==> src/hdl/coid_pkg.sv <==
// Package: constants, field layout and carrier types of the output image decoder
package coid_pkg;
  // Image geometry
  localparam int LEN_W = 9;
  localparam logic [LEN_W-1:0] FULL_MAX_LEN = 9'h107;
  localparam logic [LEN_W-1:0] SHORT_MAX_LEN = 9'h106;
  localparam logic [LEN_W-1:0] MIN_LEN = 9'h001;
  // Byte offsets, both variants
  localparam logic [LEN_W-1:0] OFS_CTRL0 = 9'h000;
  localparam logic [LEN_W-1:0] FULL_OFS_CTRL1 = 9'h001;
  localparam logic [LEN_W-1:0] FULL_OFS_FRAG_NUM = 9'h002;
  localparam logic [LEN_W-1:0] FULL_OFS_FRAG_REM = 9'h003;
  localparam logic [LEN_W-1:0] FULL_OFS_FRAG_SIZE = 9'h004;
  localparam logic [LEN_W-1:0] FULL_OFS_FLAGS = 9'h005;
  localparam logic [LEN_W-1:0] FULL_OFS_LEN_LO = 9'h006;
  localparam logic [LEN_W-1:0] FULL_OFS_LEN_HI = 9'h007;
  localparam logic [LEN_W-1:0] FULL_OFS_DATA = 9'h008;
  localparam logic [LEN_W-1:0] SHORT_OFS_FRAG_NUM = 9'h001;
  localparam logic [LEN_W-1:0] SHORT_OFS_FRAG_REM = 9'h002;
  localparam logic [LEN_W-1:0] SHORT_OFS_FRAG_SIZE = 9'h003;
  localparam logic [LEN_W-1:0] SHORT_OFS_FLAGS = 9'h004;
  localparam logic [LEN_W-1:0] SHORT_OFS_LEN_LO = 9'h005;
  localparam logic [LEN_W-1:0] SHORT_OFS_LEN_HI = 9'h006;
  localparam logic [LEN_W-1:0] SHORT_OFS_DATA = 9'h007;
  // Bit positions
  localparam int B0_ACT = 0;
  localparam int B0_DATA_ACK = 1;
  localparam int B0_DATA_RST = 2;
  localparam int B0_ERR_ACK = 3;
  localparam int B0_STANDBY = 4;
  localparam int B1_OUT1_ACT = 0;
  localparam int B1_CNT1_RST = 1;
  localparam int B1_OUT2_ACT = 2;
  localparam int B1_CNT2_RST = 3;
  localparam int FLAG_NEW_DATA = 3;
  localparam int FLAG_TOGGLE = 4;
  // Register map, byte addresses
  localparam int ADDR_W = 8;
  localparam logic [ADDR_W-1:0] ADDR_CTRL = 8'h00;
  localparam logic [ADDR_W-1:0] ADDR_LEN = 8'h04;
  localparam logic [ADDR_W-1:0] ADDR_CONFIG = 8'h08;
  localparam logic [ADDR_W-1:0] ADDR_STATUS = 8'h0C;
  localparam logic [ADDR_W-1:0] ADDR_FRAG = 8'h10;
  localparam logic [ADDR_W-1:0] ADDR_ENTRY = 8'h14;
  localparam logic [ADDR_W-1:0] ADDR_COUNT = 8'h18;
  localparam logic [31:0] CTRL_RESET = 32'h0000_0000;
  localparam logic [31:0] LEN_RESET = 32'h0000_0107;
  localparam logic [31:0] CONFIG_RESET = 32'h0000_0000;
  localparam logic [1:0] RESP_OKAY = 2'h0;
  localparam logic [1:0] RESP_SLVERR = 2'h2;
  // Image byte as it arrives from the fieldbus side
  typedef struct packed {
    logic first;
    logic [7:0] data;
  } coid_img_byte_type;
  // Decoded control bits of bytes 0 and 1
  typedef struct packed {
    logic standby;
    logic err_ack;
    logic data_rst;
    logic data_ack;
    logic act_sig;
    logic cnt2_rst;
    logic out2_act;
    logic cnt1_rst;
    logic out1_act;
  } coid_ctrl_type;
  // Connection configuration image, bit 0 of each byte
  typedef struct packed {
    logic entry_frag;
    logic result_frag;
    logic ack_mode;
  } coid_cfg_type;
endpackage

==> src/hdl/coid_decoder.sv <==
// Cyclic output image decoder with entry data FIFO and AXI4-Lite registers
//
// The AXI4-Lite interface to the registers and the address map were chosen for this implementation.
`timescale 1ns/1ps
`default_nettype none

////////////////////////////////////////////////////////////////////////////////
// Entry data FIFO
module coid_fifo #(
  parameter int WIDTH = 8,
  parameter int DEPTH = 8
) (
  // Clock and reset
  input wire logic sys_clk,
  input wire logic arst_n,
  // Fill side
  input wire logic in_valid,
  output logic in_ready,
  input wire logic [WIDTH-1:0] in_data,
  // Drain side
  output logic out_valid,
  input wire logic out_ready,
  output logic [WIDTH-1:0] out_data
);
  localparam int AW = (DEPTH > 1) ? $clog2(DEPTH) : 1;
  localparam int CW = $clog2(DEPTH + 1);
  localparam logic [AW-1:0] LAST_PTR = AW'(DEPTH - 1);
  localparam logic [CW-1:0] FULL_CNT = CW'(DEPTH);
  localparam logic [CW-1:0] ONE_CNT = CW'(1);
  logic [WIDTH-1:0] mem_reg [DEPTH];
  logic [AW-1:0] wr_ptr_reg;
  logic [AW-1:0] rd_ptr_reg;
  logic [CW-1:0] cnt_reg;
  logic [CW-1:0] cnt_next;
  logic push;
  logic pop;

  assign push = in_valid & in_ready;
  assign pop = out_valid & out_ready;
  assign out_data = mem_reg[rd_ptr_reg];

  // Occupancy after this cycle's push and pop
  always_comb begin
    cnt_next = cnt_reg;
    if (push && !pop) begin
      cnt_next = cnt_reg + ONE_CNT;
    end else if (pop && !push) begin
      cnt_next = cnt_reg - ONE_CNT;
    end
  end

  // Flags are registered so both handshakes come straight from flops
  always_ff @(posedge sys_clk or negedge arst_n) begin
    if (!arst_n) begin
      cnt_reg <= '0;
      in_ready <= 1'b1;
      out_valid <= 1'b0;
    end else begin
      cnt_reg <= cnt_next;
      in_ready <= (cnt_next != FULL_CNT);
      out_valid <= (cnt_next != '0);
    end
  end

  // Pointers wrap at the depth, which need not be a power of two
  always_ff @(posedge sys_clk or negedge arst_n) begin
    if (!arst_n) begin
      wr_ptr_reg <= '0;
      rd_ptr_reg <= '0;
    end else begin
      if (push) begin
        wr_ptr_reg <= (wr_ptr_reg == LAST_PTR) ? '0 : wr_ptr_reg + 1'b1;
      end
      if (pop) begin
        rd_ptr_reg <= (rd_ptr_reg == LAST_PTR) ? '0 : rd_ptr_reg + 1'b1;
      end
    end
  end

  // Storage has no reset; it is never read while empty
  always_ff @(posedge sys_clk) begin
    if (push) begin
      mem_reg[wr_ptr_reg] <= in_data;
    end
  end
endmodule // coid_fifo

////////////////////////////////////////////////////////////////////////////////
// Decoder top
module coid_decoder #(
  parameter int FIFO_DEPTH = 8
) (
  // Clock and reset
  input wire logic sys_clk,
  input wire logic arst_n,
  // Image byte stream from the fieldbus side
  input wire logic img_valid,
  output logic img_ready,
  input wire coid_pkg::coid_img_byte_type img_byte,
  // Entry data stream to the reader core
  output logic ent_valid,
  input wire logic ent_ready,
  output logic [7:0] ent_data,
  // Decoded image
  output coid_pkg::coid_ctrl_type ctrl_out,
  output logic [1:0] sw_out,
  output coid_pkg::coid_cfg_type cfg_out,
  output logic image_done,
  // AXI4-Lite slave
  input wire logic [coid_pkg::ADDR_W-1:0] s_axi_awaddr,
  input wire logic s_axi_awvalid,
  output logic s_axi_awready,
  input wire logic [31:0] s_axi_wdata,
  input wire logic [3:0] s_axi_wstrb,
  input wire logic s_axi_wvalid,
  output logic s_axi_wready,
  output logic [1:0] s_axi_bresp,
  output logic s_axi_bvalid,
  input wire logic s_axi_bready,
  input wire logic [coid_pkg::ADDR_W-1:0] s_axi_araddr,
  input wire logic s_axi_arvalid,
  output logic s_axi_arready,
  output logic [31:0] s_axi_rdata,
  output logic [1:0] s_axi_rresp,
  output logic s_axi_rvalid,
  input wire logic s_axi_rready
);
  import coid_pkg::*;

  // Software registers
  logic short_reg;
  logic [1:0] ext_event_reg;
  logic [LEN_W-1:0] len_reg;
  // Decode state
  logic [LEN_W-1:0] idx_reg;
  logic [7:0] sh_ctrl0_reg, sh_ctrl1_reg, sh_num_reg, sh_rem_reg, sh_size_reg, sh_flags_reg;
  logic [15:0] sh_elen_reg;
  logic [7:0] frag_num_reg, frag_rem_reg, frag_size_reg, flags_reg;
  logic [15:0] entry_len_reg;
  logic toggle_seen_reg;
  logic accept_reg;
  logic commit_reg;
  logic [31:0] img_count_reg;
  logic [31:0] entry_count_reg;
  // Bus state
  logic aw_got_reg, w_got_reg;
  logic [ADDR_W-1:0] awaddr_reg;
  logic [31:0] wdata_reg;
  logic [3:0] wstrb_reg;
  // Combinational
  logic [LEN_W-1:0] max_len, eff_len, cur_idx;
  logic [LEN_W-1:0] ofs_num, ofs_rem, ofs_size, ofs_flags, ofs_lo, ofs_hi, ofs_data;
  logic take, in_image, is_last, is_data, fifo_in_ready, fifo_push;
  logic do_write;
  logic [31:0] rd_word;
  logic rd_err;

  //////////////////////////////////////////////////////////////////////////////
  // Layout selection and length clamp
  // Out-of-range lengths are clamped so a bad setting cannot wedge framing
  always_comb begin
    max_len = short_reg ? SHORT_MAX_LEN : FULL_MAX_LEN;
    eff_len = len_reg;
    if (len_reg < MIN_LEN) begin
      eff_len = MIN_LEN;
    end else if (len_reg > max_len) begin
      eff_len = max_len;
    end
  end

  // Field offsets per layout
  always_comb begin
    ofs_num = short_reg ? SHORT_OFS_FRAG_NUM : FULL_OFS_FRAG_NUM;
    ofs_rem = short_reg ? SHORT_OFS_FRAG_REM : FULL_OFS_FRAG_REM;
    ofs_size = short_reg ? SHORT_OFS_FRAG_SIZE : FULL_OFS_FRAG_SIZE;
    ofs_flags = short_reg ? SHORT_OFS_FLAGS : FULL_OFS_FLAGS;
    ofs_lo = short_reg ? SHORT_OFS_LEN_LO : FULL_OFS_LEN_LO;
    ofs_hi = short_reg ? SHORT_OFS_LEN_HI : FULL_OFS_LEN_HI;
    ofs_data = short_reg ? SHORT_OFS_DATA : FULL_OFS_DATA;
  end

  //////////////////////////////////////////////////////////////////////////////
  // Byte framing
  // The first flag resynchronises; without it the count alone frames images
  assign take = img_valid & img_ready;
  assign cur_idx = img_byte.first ? OFS_CTRL0 : idx_reg;
  assign in_image = cur_idx < eff_len;
  assign is_last = cur_idx == (eff_len - MIN_LEN);
  assign is_data = in_image && (cur_idx >= ofs_data);
  assign fifo_push = take & is_data & accept_reg;
  // The whole stream stalls on a full FIFO, costing control bytes some latency
  assign img_ready = fifo_in_ready;

  always_ff @(posedge sys_clk or negedge arst_n) begin
    if (!arst_n) begin
      idx_reg <= OFS_CTRL0;
    end else if (take) begin
      idx_reg <= (is_last || !in_image) ? OFS_CTRL0 : cur_idx + MIN_LEN;
    end
  end

  // Shadow fields; byte 0 clears the rest so absent bytes decode as zero
  always_ff @(posedge sys_clk or negedge arst_n) begin
    if (!arst_n) begin
      sh_ctrl0_reg <= '0;
      sh_ctrl1_reg <= '0;
      sh_num_reg <= '0;
      sh_rem_reg <= '0;
      sh_size_reg <= '0;
      sh_flags_reg <= '0;
      sh_elen_reg <= '0;
    end else if (take && in_image) begin
      if (cur_idx == OFS_CTRL0) begin
        sh_ctrl0_reg <= img_byte.data;
        sh_ctrl1_reg <= '0;
        sh_num_reg <= '0;
        sh_rem_reg <= '0;
        sh_size_reg <= '0;
        sh_flags_reg <= '0;
        sh_elen_reg <= '0;
      end
      if (!short_reg && cur_idx == FULL_OFS_CTRL1) begin
        sh_ctrl1_reg <= img_byte.data;
      end
      if (cur_idx == ofs_num) begin
        sh_num_reg <= img_byte.data;
      end
      if (cur_idx == ofs_rem) begin
        sh_rem_reg <= img_byte.data;
      end
      if (cur_idx == ofs_size) begin
        sh_size_reg <= img_byte.data;
      end
      if (cur_idx == ofs_flags) begin
        sh_flags_reg <= img_byte.data;
      end
      if (cur_idx == ofs_lo) begin
        sh_elen_reg[7:0] <= img_byte.data;
      end
      if (cur_idx == ofs_hi) begin
        sh_elen_reg[15:8] <= img_byte.data;
      end
    end
  end

  // Entry acceptance: data of this image pass only if the toggle moved
  always_ff @(posedge sys_clk or negedge arst_n) begin
    if (!arst_n) begin
      toggle_seen_reg <= 1'b0;
      accept_reg <= 1'b0;
    end else if (take && in_image) begin
      if (cur_idx == OFS_CTRL0) begin
        accept_reg <= 1'b0;
      end
      if (cur_idx == ofs_flags) begin
        accept_reg <= img_byte.data[FLAG_TOGGLE] != toggle_seen_reg;
        toggle_seen_reg <= img_byte.data[FLAG_TOGGLE];
      end
    end
  end

  //////////////////////////////////////////////////////////////////////////////
  // Commit one cycle after the last byte, so that byte is already in shadow
  always_ff @(posedge sys_clk or negedge arst_n) begin
    if (!arst_n) begin
      commit_reg <= 1'b0;
      image_done <= 1'b0;
      ctrl_out <= '0;
      sw_out <= '0;
      frag_num_reg <= '0;
      frag_rem_reg <= '0;
      frag_size_reg <= '0;
      flags_reg <= '0;
      entry_len_reg <= '0;
      img_count_reg <= '0;
    end else begin
      commit_reg <= take & in_image & is_last;
      image_done <= commit_reg;
      if (commit_reg) begin
        ctrl_out.act_sig <= sh_ctrl0_reg[B0_ACT];
        ctrl_out.data_ack <= sh_ctrl0_reg[B0_DATA_ACK];
        ctrl_out.data_rst <= sh_ctrl0_reg[B0_DATA_RST];
        ctrl_out.err_ack <= sh_ctrl0_reg[B0_ERR_ACK];
        ctrl_out.standby <= sh_ctrl0_reg[B0_STANDBY];
        ctrl_out.out1_act <= sh_ctrl1_reg[B1_OUT1_ACT];
        ctrl_out.cnt1_rst <= sh_ctrl1_reg[B1_CNT1_RST];
        ctrl_out.out2_act <= sh_ctrl1_reg[B1_OUT2_ACT];
        ctrl_out.cnt2_rst <= sh_ctrl1_reg[B1_CNT2_RST];
        sw_out[0] <= sh_ctrl1_reg[B1_OUT1_ACT] & ext_event_reg[0];
        sw_out[1] <= sh_ctrl1_reg[B1_OUT2_ACT] & ext_event_reg[1];
        frag_num_reg <= sh_num_reg;
        frag_rem_reg <= sh_rem_reg;
        frag_size_reg <= sh_size_reg;
        flags_reg <= sh_flags_reg;
        entry_len_reg <= sh_elen_reg;
        img_count_reg <= img_count_reg + 32'h0000_0001;
      end else begin
        // Function setting may change between images
        sw_out[0] <= ctrl_out.out1_act & ext_event_reg[0];
        sw_out[1] <= ctrl_out.out2_act & ext_event_reg[1];
      end
    end
  end

  // Count of accepted entry bytes
  always_ff @(posedge sys_clk or negedge arst_n) begin
    if (!arst_n) begin
      entry_count_reg <= '0;
    end else if (fifo_push) begin
      entry_count_reg <= entry_count_reg + 32'h0000_0001;
    end
  end

  coid_fifo #(
    .WIDTH(8),
    .DEPTH(FIFO_DEPTH)
  ) u_fifo (
    .sys_clk(sys_clk),
    .arst_n(arst_n),
    .in_valid(fifo_push),
    .in_ready(fifo_in_ready),
    .in_data(img_byte.data),
    .out_valid(ent_valid),
    .out_ready(ent_ready),
    .out_data(ent_data)
  );

  //////////////////////////////////////////////////////////////////////////////
  // AXI4-Lite write: address and data taken in either order, then response
  assign do_write = aw_got_reg & w_got_reg & ~s_axi_bvalid;

  always_ff @(posedge sys_clk or negedge arst_n) begin
    if (!arst_n) begin
      aw_got_reg <= 1'b0;
      w_got_reg <= 1'b0;
      awaddr_reg <= '0;
      wdata_reg <= '0;
      wstrb_reg <= '0;
      s_axi_awready <= 1'b1;
      s_axi_wready <= 1'b1;
      s_axi_bvalid <= 1'b0;
      s_axi_bresp <= RESP_OKAY;
    end else begin
      if (s_axi_awvalid && s_axi_awready) begin
        aw_got_reg <= 1'b1;
        awaddr_reg <= s_axi_awaddr;
        s_axi_awready <= 1'b0;
      end
      if (s_axi_wvalid && s_axi_wready) begin
        w_got_reg <= 1'b1;
        wdata_reg <= s_axi_wdata;
        wstrb_reg <= s_axi_wstrb;
        s_axi_wready <= 1'b0;
      end
      if (do_write) begin
        aw_got_reg <= 1'b0;
        w_got_reg <= 1'b0;
        s_axi_bvalid <= 1'b1;
        s_axi_bresp <= (awaddr_reg > ADDR_COUNT || awaddr_reg[1:0] != 2'h0) ? RESP_SLVERR : RESP_OKAY;
      end
      if (s_axi_bvalid && s_axi_bready) begin
        s_axi_bvalid <= 1'b0;
        s_axi_awready <= 1'b1;
        s_axi_wready <= 1'b1;
      end
    end
  end

  // Writable registers; a length change mid-image reframes the current image
  always_ff @(posedge sys_clk or negedge arst_n) begin
    if (!arst_n) begin
      short_reg <= CTRL_RESET[0];
      ext_event_reg <= CTRL_RESET[2:1];
      len_reg[7:0] <= LEN_RESET[7:0];
      cfg_out <= CONFIG_RESET[2:0];
    end else if (do_write && wstrb_reg[0]) begin
      if (awaddr_reg == ADDR_CTRL) begin
        short_reg <= wdata_reg[0];
        ext_event_reg <= wdata_reg[2:1];
      end
      if (awaddr_reg == ADDR_LEN) begin
        len_reg[7:0] <= wdata_reg[7:0];
      end
      if (awaddr_reg == ADDR_CONFIG) begin
        cfg_out <= wdata_reg[2:0];
      end
    end
  end

  // High length bit sits in byte lane 1
  always_ff @(posedge sys_clk or negedge arst_n) begin
    if (!arst_n) begin
      len_reg[LEN_W-1] <= LEN_RESET[LEN_W-1];
    end else if (do_write && wstrb_reg[1] && awaddr_reg == ADDR_LEN) begin
      len_reg[LEN_W-1] <= wdata_reg[LEN_W-1];
    end
  end

  //////////////////////////////////////////////////////////////////////////////
  // AXI4-Lite read
  always_comb begin
    rd_word = 32'h0000_0000;
    rd_err = 1'b0;
    unique case (s_axi_araddr)
      ADDR_CTRL: rd_word = {29'h0, ext_event_reg, short_reg};
      ADDR_LEN: rd_word = {23'h0, len_reg};
      ADDR_CONFIG: rd_word = {29'h0, cfg_out};
      ADDR_STATUS: rd_word = {19'h0, sw_out, fifo_in_ready, ent_valid, ctrl_out};
      ADDR_FRAG: rd_word = {8'h0, frag_size_reg, frag_rem_reg, frag_num_reg};
      ADDR_ENTRY: rd_word = {6'h0, flags_reg[FLAG_TOGGLE], flags_reg[FLAG_NEW_DATA], 8'h0, entry_len_reg};
      ADDR_COUNT: rd_word = {img_count_reg[15:0], entry_count_reg[15:0]};
      default: rd_err = 1'b1;
    endcase
  end

  always_ff @(posedge sys_clk or negedge arst_n) begin
    if (!arst_n) begin
      s_axi_arready <= 1'b1;
      s_axi_rvalid <= 1'b0;
      s_axi_rdata <= '0;
      s_axi_rresp <= RESP_OKAY;
    end else begin
      if (s_axi_arvalid && s_axi_arready) begin
        s_axi_arready <= 1'b0;
        s_axi_rvalid <= 1'b1;
        s_axi_rdata <= rd_word;
        s_axi_rresp <= rd_err ? RESP_SLVERR : RESP_OKAY;
      end
      if (s_axi_rvalid && s_axi_rready) begin
        s_axi_rvalid <= 1'b0;
        s_axi_arready <= 1'b1;
      end
    end
  end
endmodule // coid_decoder

`default_nettype wire

==> config.mk <==
export PLATFORM = sky130hd
export DESIGN_NAME = coid_decoder
export DESIGN_NICKNAME = d
export VERILOG_FILES = /design/src/hdl/coid_pkg.sv /design/src/hdl/coid_decoder.sv
export SDC_FILE = /design/constraint.sdc
export NUM_CORES = 1
export LEC_CHECK = 0
export ABC_AREA = 0
export BUFFER_PORTS_ARGS = -buffer_cell sky130_fd_sc_hd__buf_2
export CAP_MARGIN = 0
export CORE_MARGIN = 10
export CORE_UTILIZATION = 25
export DETAILED_ROUTE_END_ITERATION = 10
export GPL_ROUTABILITY_DRIVEN = 0
export PLACE_DENSITY = 0.49
export SYNTH_ARGS = -nofsm -noshare
export SYNTH_HDL_FRONTEND = slang
export SYNTH_HIERARCHICAL = 1
export SYNTH_SLANG_ARGS = --single-unit
==> constraint.sdc <==
create_clock -name sys_clk -period 11.7 [get_ports sys_clk]
set_clock_uncertainty 0.2 [all_clocks]
set_input_delay 1.17 -clock sys_clk [delete_from_list [all_inputs] [get_ports sys_clk]]
set_output_delay 1.17 -clock sys_clk [all_outputs]
set_load 0.02 [all_outputs]
; Word level (Yosys, flattened, before mapping)
; Memories as Yosys holds them, arrays and structs flattened.
; Cells that the tools add are included.
[word_totals]
reg_bits = 276
latchBits = 0
mem_bits_rw = 64
romBits = 0
input_bits = 70
output_inout_bits = 66
elab_cells = 200
n_memories = 1
[classes]
n_addsub = 8
mul = 0
div = 0
magnitude_cmp = 5
n_eq_ne = 20
n_shift = 0
n_mux = 47
n_bitwise = 14
n_reduce_logical = 50
[memory_table]
columns = memory, words, word_bits, rd, rd_clocked_by_memory_dff, write_ports, line_no
row1 = u_fifo.mem_reg, 8, 8, 1, 0, 1, coid_decoder.sv:30  ; logic [WIDTH-1:0] mem_reg [DEPTH];
[ops]
columns = op, count
row1 = $pmux 32 s7, 1
row2 = $add 32x1->32 const B, 2
row3 = $mux 8, 6
row4 = $eq 9x3->1, 4
row5 = $mux 9, 4
row6 = $reduce_bool 2->1, 14
row7 = $eq 8x4->1 const B, 3
row8 = $eq 8x5->1 const B, 3
row9 = $reduce_and 2->1, 12
row10 = $mux 1, 22
row11 = $eq 9x2->1, 2
row12 = $eq 8x3->1 const B, 2
row13 = $logic_not 8->1, 2
row14 = $mux 16, 1
row15 = $mux 4, 4
row16 = $and 1x1->1, 13
row17 = $logic_and 1x1->1, 13
row18 = $mux 2, 5
row19 = $add 9x1->9 const B, 1
row20 = $eq 9x1->1 const B, 1
row21 = $eq 9x9->1, 1
row22 = $ge 9x4->1, 1
row23 = $gt 9x9->1, 1
row24 = $logic_not 9->1, 1
row25 = 17 further kinds, 25

; Depth between registers and ports, before layout
[logic_depth]
ltp_word = 14
ltp_mapped = 19
ltp_nobuf = 17

; By module
; The synthesis kept the hierarchy.
[modules_own_cells]
columns = mod, n_inst, cells_each, area_each_um2, seq_area_each_um2
row1 = coid_decoder, 1, 849, 10114.7, 5614.1
row2 = coid_fifo, 1, 174, 3201.8, 2223.4

; Worst setup path after synthesis
; OpenSTA, ideal clock, no wires.
[synth_timing]
kind = input port to flip-flop
from = input port img_byte[8] in the netlist's numbering
to = memory u_fifo.mem_reg[0][0] (enable)
setup_time_ps = 395
arrival_time_ps = 4785
required_time_ps = 11105
path_slack_ps = 6320
cell_stages = 14
n_path_buf = 3
cell_sequence = clkbuf_1 -> inv_2 -> nand2_1 -> inv_1 -> ha_1 -> nor2b_1 -> o21a_1 -> o21ai_1 -> a21oi_1 -> nor4b_2 -> clkbuf_1 -> nand2_1 -> clkbuf_1 -> nor4_1
[synth_between]
elab_chain_cells = 8
elab_cells_between_ends = 9
classes_between = order compare (2) / mux (3) / bitwise (3) / reduce/logical (1)
[synth_rtl]
columns = element, line_no
row1 = start: declaration, coid_decoder.sv:99  ; input wire coid_pkg::coid_img_byte_type img_byte,
row2 = $mux 9 (*), coid_decoder.sv:186  ; assign cur_idx = img_byte.first ? OFS_CTRL0 : idx_reg;
row3 = $lt 9x9->1 or $ge 9x4->1 (tied branches), "coid_decoder.sv:187, coid_decoder.sv:189"
row4 = $logic_and 1x1->1 (*), coid_decoder.sv:189  ; assign is_data = in_image && (cur_idx >= ofs_data);
row5 = $and 1x1->1 (*) (2 in a row), coid_decoder.sv:190  ; assign fifo_push = take & is_data & accept_reg;
row6 = net fifo_push, coid_decoder.sv:153  ; logic take, in_image, is_last, is_data, fifo_in_ready, fifo_push;
row7 = $and 1x1->1 (*), coid_decoder.sv:38  ; assign push = in_valid & in_ready;
row8 = $mux 1 (*), coid_decoder.sv:82  ; if (push) begin
row9 = $mux 1 (not written as such) (*), coid_decoder.sv:83  ; mem_reg[wr_ptr_reg] <= in_data;
row10 = end: declaration, coid_decoder.sv:30
; Mark *: on every way through the listed nets, which the timed path passes. The rest lies on a longest branch.

; Worst setup path after layout
[layout_timing]
from = register short_reg
to = memory u_fifo.mem_reg[5][2] (enable)
[layout_between]
elab_chain_cells = 11
elab_cells_between_ends = 13
classes_between = order compare (3) / mux (6) / bitwise (3) / reduce/logical (1)
[layout_rtl]
columns = element, line_no
row1 = start: declaration, coid_decoder.sv:131  ; logic short_reg;
row2 = start signal: assignment, coid_decoder.sv:372  ; short_reg <= CTRL_RESET[0];
row3 = start signal: assignment, coid_decoder.sv:378  ; short_reg <= wdata_reg[0];
row4 = $mux 1, coid_decoder.sv:162  ; max_len = short_reg ? SHORT_MAX_LEN : FULL_MAX_LEN;
row5 = $gt 9x9->1, coid_decoder.sv:166  ; end else if (len_reg > max_len) begin
row6 = $mux 9, coid_decoder.sv:166
row7 = $mux 9, coid_decoder.sv:164  ; if (len_reg < MIN_LEN) begin
row8 = $lt 9x9->1, coid_decoder.sv:187  ; assign in_image = cur_idx < eff_len;
row9 = $logic_and 1x1->1 (*), coid_decoder.sv:189
row10 = $and 1x1->1 (*) (2 in a row), coid_decoder.sv:190
row11 = $and 1x1->1 (*), coid_decoder.sv:38
row12 = $mux 1 (*), coid_decoder.sv:82
row13 = $mux 1 (not written as such) (*), coid_decoder.sv:83
; Every way passes the cells marked *; elsewhere a longest branch is shown, timed or not.

==> results by group <==
Synthesis
  • Post-synthesis sequential area ratio: 0.589
  • Synth cell types: 73
  • Ys Warns: 6
  • Ys flop type: dfrtp_1
  • Post-synthesis async set-or-reset flop share: 0.787
  • Yosys reg bits: 300
  • Synth Area per Inst: 13.0 um2
  • Cell taking the most area after synthesis: dfrtp_1
  • Post-Synthesis Cells: 1023
  • Synth top area share: 0.428
  • EDFF count, synth: 64
  • Mapped Area: 13300 um2
  • Synth top area cells: dfrtp_1 43%, edfxtp_1 14%, mux2_2 7.8%, a22o_1 3.6%, nand2_1 2.5%

Layout
  • Ant. Diodes: 0
  • Share of cells above drive strength 1: 0.269
  • Final Core Density: 0.300
  • Area grow syn2layout: 18.8%
  • Nets: 1228
  • Max reg flops: 64
  • Number of filler cells placed in the layout: 5333

Floorplanning
  • Die H: 251 um
  • Total core area: 52700 um2
  • Die X: 251 um
  • Overall die area: 62900 um2
  • I/O pin total: 136
  • Initial core utilization: 0.253
  • Rows: 84

Setup path
  • Critical path class: reg -> reg
  • CP max FO: 18
  • Reg2Reg Setup Slack: 6.80 ns
  • CP peak stage delay: 0.68 ns
  • CP Capture Type: register
  • Worst R2R Path Depth: 18
  • CP arrival: 4.86 ns
  • Startpoint Class: register
  • Critical Path Stages: 18
  • Critical-path cell list: inv_1 -> ha_1 -> and4bb_2 -> o31ai_2 -> o311ai_0 -> o21ai_0 -> inv_1 -> ha_1 -> nor2b_1 -> o21a_1 -> o21ai_1 -> a21oi_1 -> buf_4 -> nor4b_2 -> buf_4 -> and2_1 -> nand2_1 -> nor2_1
  • Reg-to-reg startpoint: short_reg$_DFFE_PN0P_
  • RR Endpoint: u_fifo/mem_reg[5][2]$_DFFE_PP_
  • Critical path's top delay family: simple AND/OR/NAND/NOR gates
  • Worst path slowest cell: nor2_1
  • WP buf/inv: 4
  • Critical Path RT: 11.66 ns

Place
  • Number of port buffers: 108
  • Hpwl dp: 24100 um

Detailed routing
  • Vias post-DR: 8781
  • Initial DRT Pass Iterations: 5
  • Total wire length: 34800 um
  • Post-DRT Antenna Nets: 0
  • Iteration-0 DRC Markers: 654
  • Vias per cell: 4.76
  • Routed len/inst: 18.9 um
  • Drc violations: 0

Global route
  • Largest net degree at the start of global routing: 94
  • Initial antenna violation count: 2
  • Overall Global Routing Usage: 0.110
  • Routing usage on met2: 0.177
  • Global-route wire length before repair: 55300 um
  • Met3 Usage GRT: 0.0300
  • M1 GR Usage: 0.144
  • Busiest grt layer: met2
  • Global route total overflow: 0
  • Vias in the first global route: 9151

Timing
  • Final Cycle Share: 0.419
  • Max Clk Rate: 204 MHz
  • Hold Slack: 0.272 ns
  • Slew Viols, Final: 0
  • Setup TNS: 0 ns
  • Relative max-transition margin: 0.174
  • Setup violators final: 0
  • Unrepaired setup endpoints after global routing: false
  • Crit path time final: 4.90 ns
  • Slew @ Worst Pin: 1.23 ns
  • Final hold vios: 0

Clocking
  • Root Driver: clkbuf_16
  • Reg clk slew, reported paths: 0.06 ns
  • Post-CTS setup buffers: 0
  • CTS Sinks: 300
  • H-tree levels: 2
  • Skew-Pair Late Insertion Delay: 0.54 ns
  • Inserted Clock Buffers: 36
  • Cts repair resizes: 0
  • Post-CTS Hold Fix Bufs: 0
  • TritonCTS clock tree: yes
  • Clock tree buffer depth: 3

Worst hold path
  • HP Start: s_axi_rdata[3]$_DFFE_PN0P_
  • Worst Hold Class: reg -> reg
  • Worst hold path depth: 1
  • Hold EP: s_axi_rdata[3]$_DFFE_PN0P_

Power
  • Max VDD drop: 102 uV
  • Power per Cell Area: 207 nW/um2
  • P_leak: 0.00685 uW

Flow run
  • Max cap viols: 0

Status
  • Status: finished, final reports clean
==> synth_stat cells (9+ instances only) <==
library cell	number
xnor2_1	34
o21ai_0	38
a21oi_1	23
nand4_1	11
a222oi_1	10
clkbuf_1	36
mux2_2	92
nor2b_1	10
or3_1	9
and3_1	9
nor3_1	21
edfxtp_1	64
nand2b_1	9
a21o_1	10
nor4_1	10
nand2_1	88
xor2_1	10
a22o_1	54
inv_1	16
nor2_1	32
dfrtp_1	228
nand3_1	23
ha_1	26
a22oi_1	19
==> how the worst max path moves through the flow <==
stage,startpoint,to
2_1_floorplan,img_byte[8],u_fifo/mem_reg[0][0]$_DFFE_PP_
3_3_place_gp,img_byte[8],u_fifo/mem_reg[5][7]$_DFFE_PP_
3_5_place_dp,img_byte[8],u_fifo/mem_reg[5][7]$_DFFE_PP_
4_1_cts,short_reg$_DFFE_PN0P_,u_fifo/mem_reg[5][2]$_DFFE_PP_
5_1_grt,short_reg$_DFFE_PN0P_,u_fifo/mem_reg[7][6]$_DFFE_PP_
6_report,short_reg$_DFFE_PN0P_,u_fifo/mem_reg[5][2]$_DFFE_PP_
==> power breakdown <==
part / internal (uW) / switching (uW)
Combinational: 342 / 438
Sequential: 1200 / 150
Clock: 703 / 443
==> kinds of logic after synthesis <==
logic type      share of synthesized area
compound gates                      0.111
xor+xnor                           0.0289
fa+ha+maj                          0.0244
buf+inv                            0.0240
flops                               0.589
mux                                 0.122
other cells                      0.000282
simple gates                        0.101
==> through the flow <==
step | instance area [um2] | power [uW] | setup WS, ns | cells
6_report | 15800 | 3280 | 6.80 | 1846
5_1_grt | 15800 | 3460 | 6.33 | 1846
4_1_cts | 15800 | 3330 | 6.72 | 1846
3_5_place_dp | 14600 | 2170 | 6.50 | 1782
3_3_place_gp | 14600 | 2150 | 6.50 | 1782
2_1_floorplan | 13300 | 1920 | 6.32 | 1024
==> final cells by class <==
cell class                      count  area, um2  area share
Sequential cell                   300       7840       0.496
Multi-Input combinational cell    653       5170       0.327
Clock buffer                       49       1020      0.0646
Tap cell                          688        861      0.0544
Timing Repair Buffer              123        663      0.0419
Clock inverter                     15        194      0.0123
Inverter                           18       67.6     0.00427
==> placed cells by master, fill, tap and decap left out, drive strengths merged, types with 5 or more instances in the layout <==
master / count
dfrtp: 228
buf: 123
mux2: 100
nand2: 88
edfxtp: 64
a22o: 54
clkbuf: 49
o21ai: 40
xnor2: 34
nor2: 32
ha: 26
a21oi: 23
nand3: 23
nor3: 22
a22oi: 19
inv: 18
mux4: 16
nor4: 15
nand4: 11
a21o: 11
nor2b: 10
xor2: 10
a222oi: 10
clkinv: 10
nand2b: 9
or3: 9
and3: 9
mux2i: 8
and2: 8
dfstp: 8
a32o: 6
or4: 5
a31oi: 5
a221oi: 5
==> worst reg2reg max path, delay by kind of cell (launching register included) <==
kind                       cells  cell delay (ns)
DFF                            1             0.49
adders and majority gates      2             0.46
AOI/OAI and AO/OA              6             0.75
buffers and inverters          4             0.77
and+or+nand+nor                6             1.84
==> layer usage <==
metal  part of all wire  vias up
li1                   -     4058
met3              0.050       33
met4              0.012        0
met1               0.45     4526
met5                  0        -
met2               0.48      164
Power figures use the tool's default switching activity.
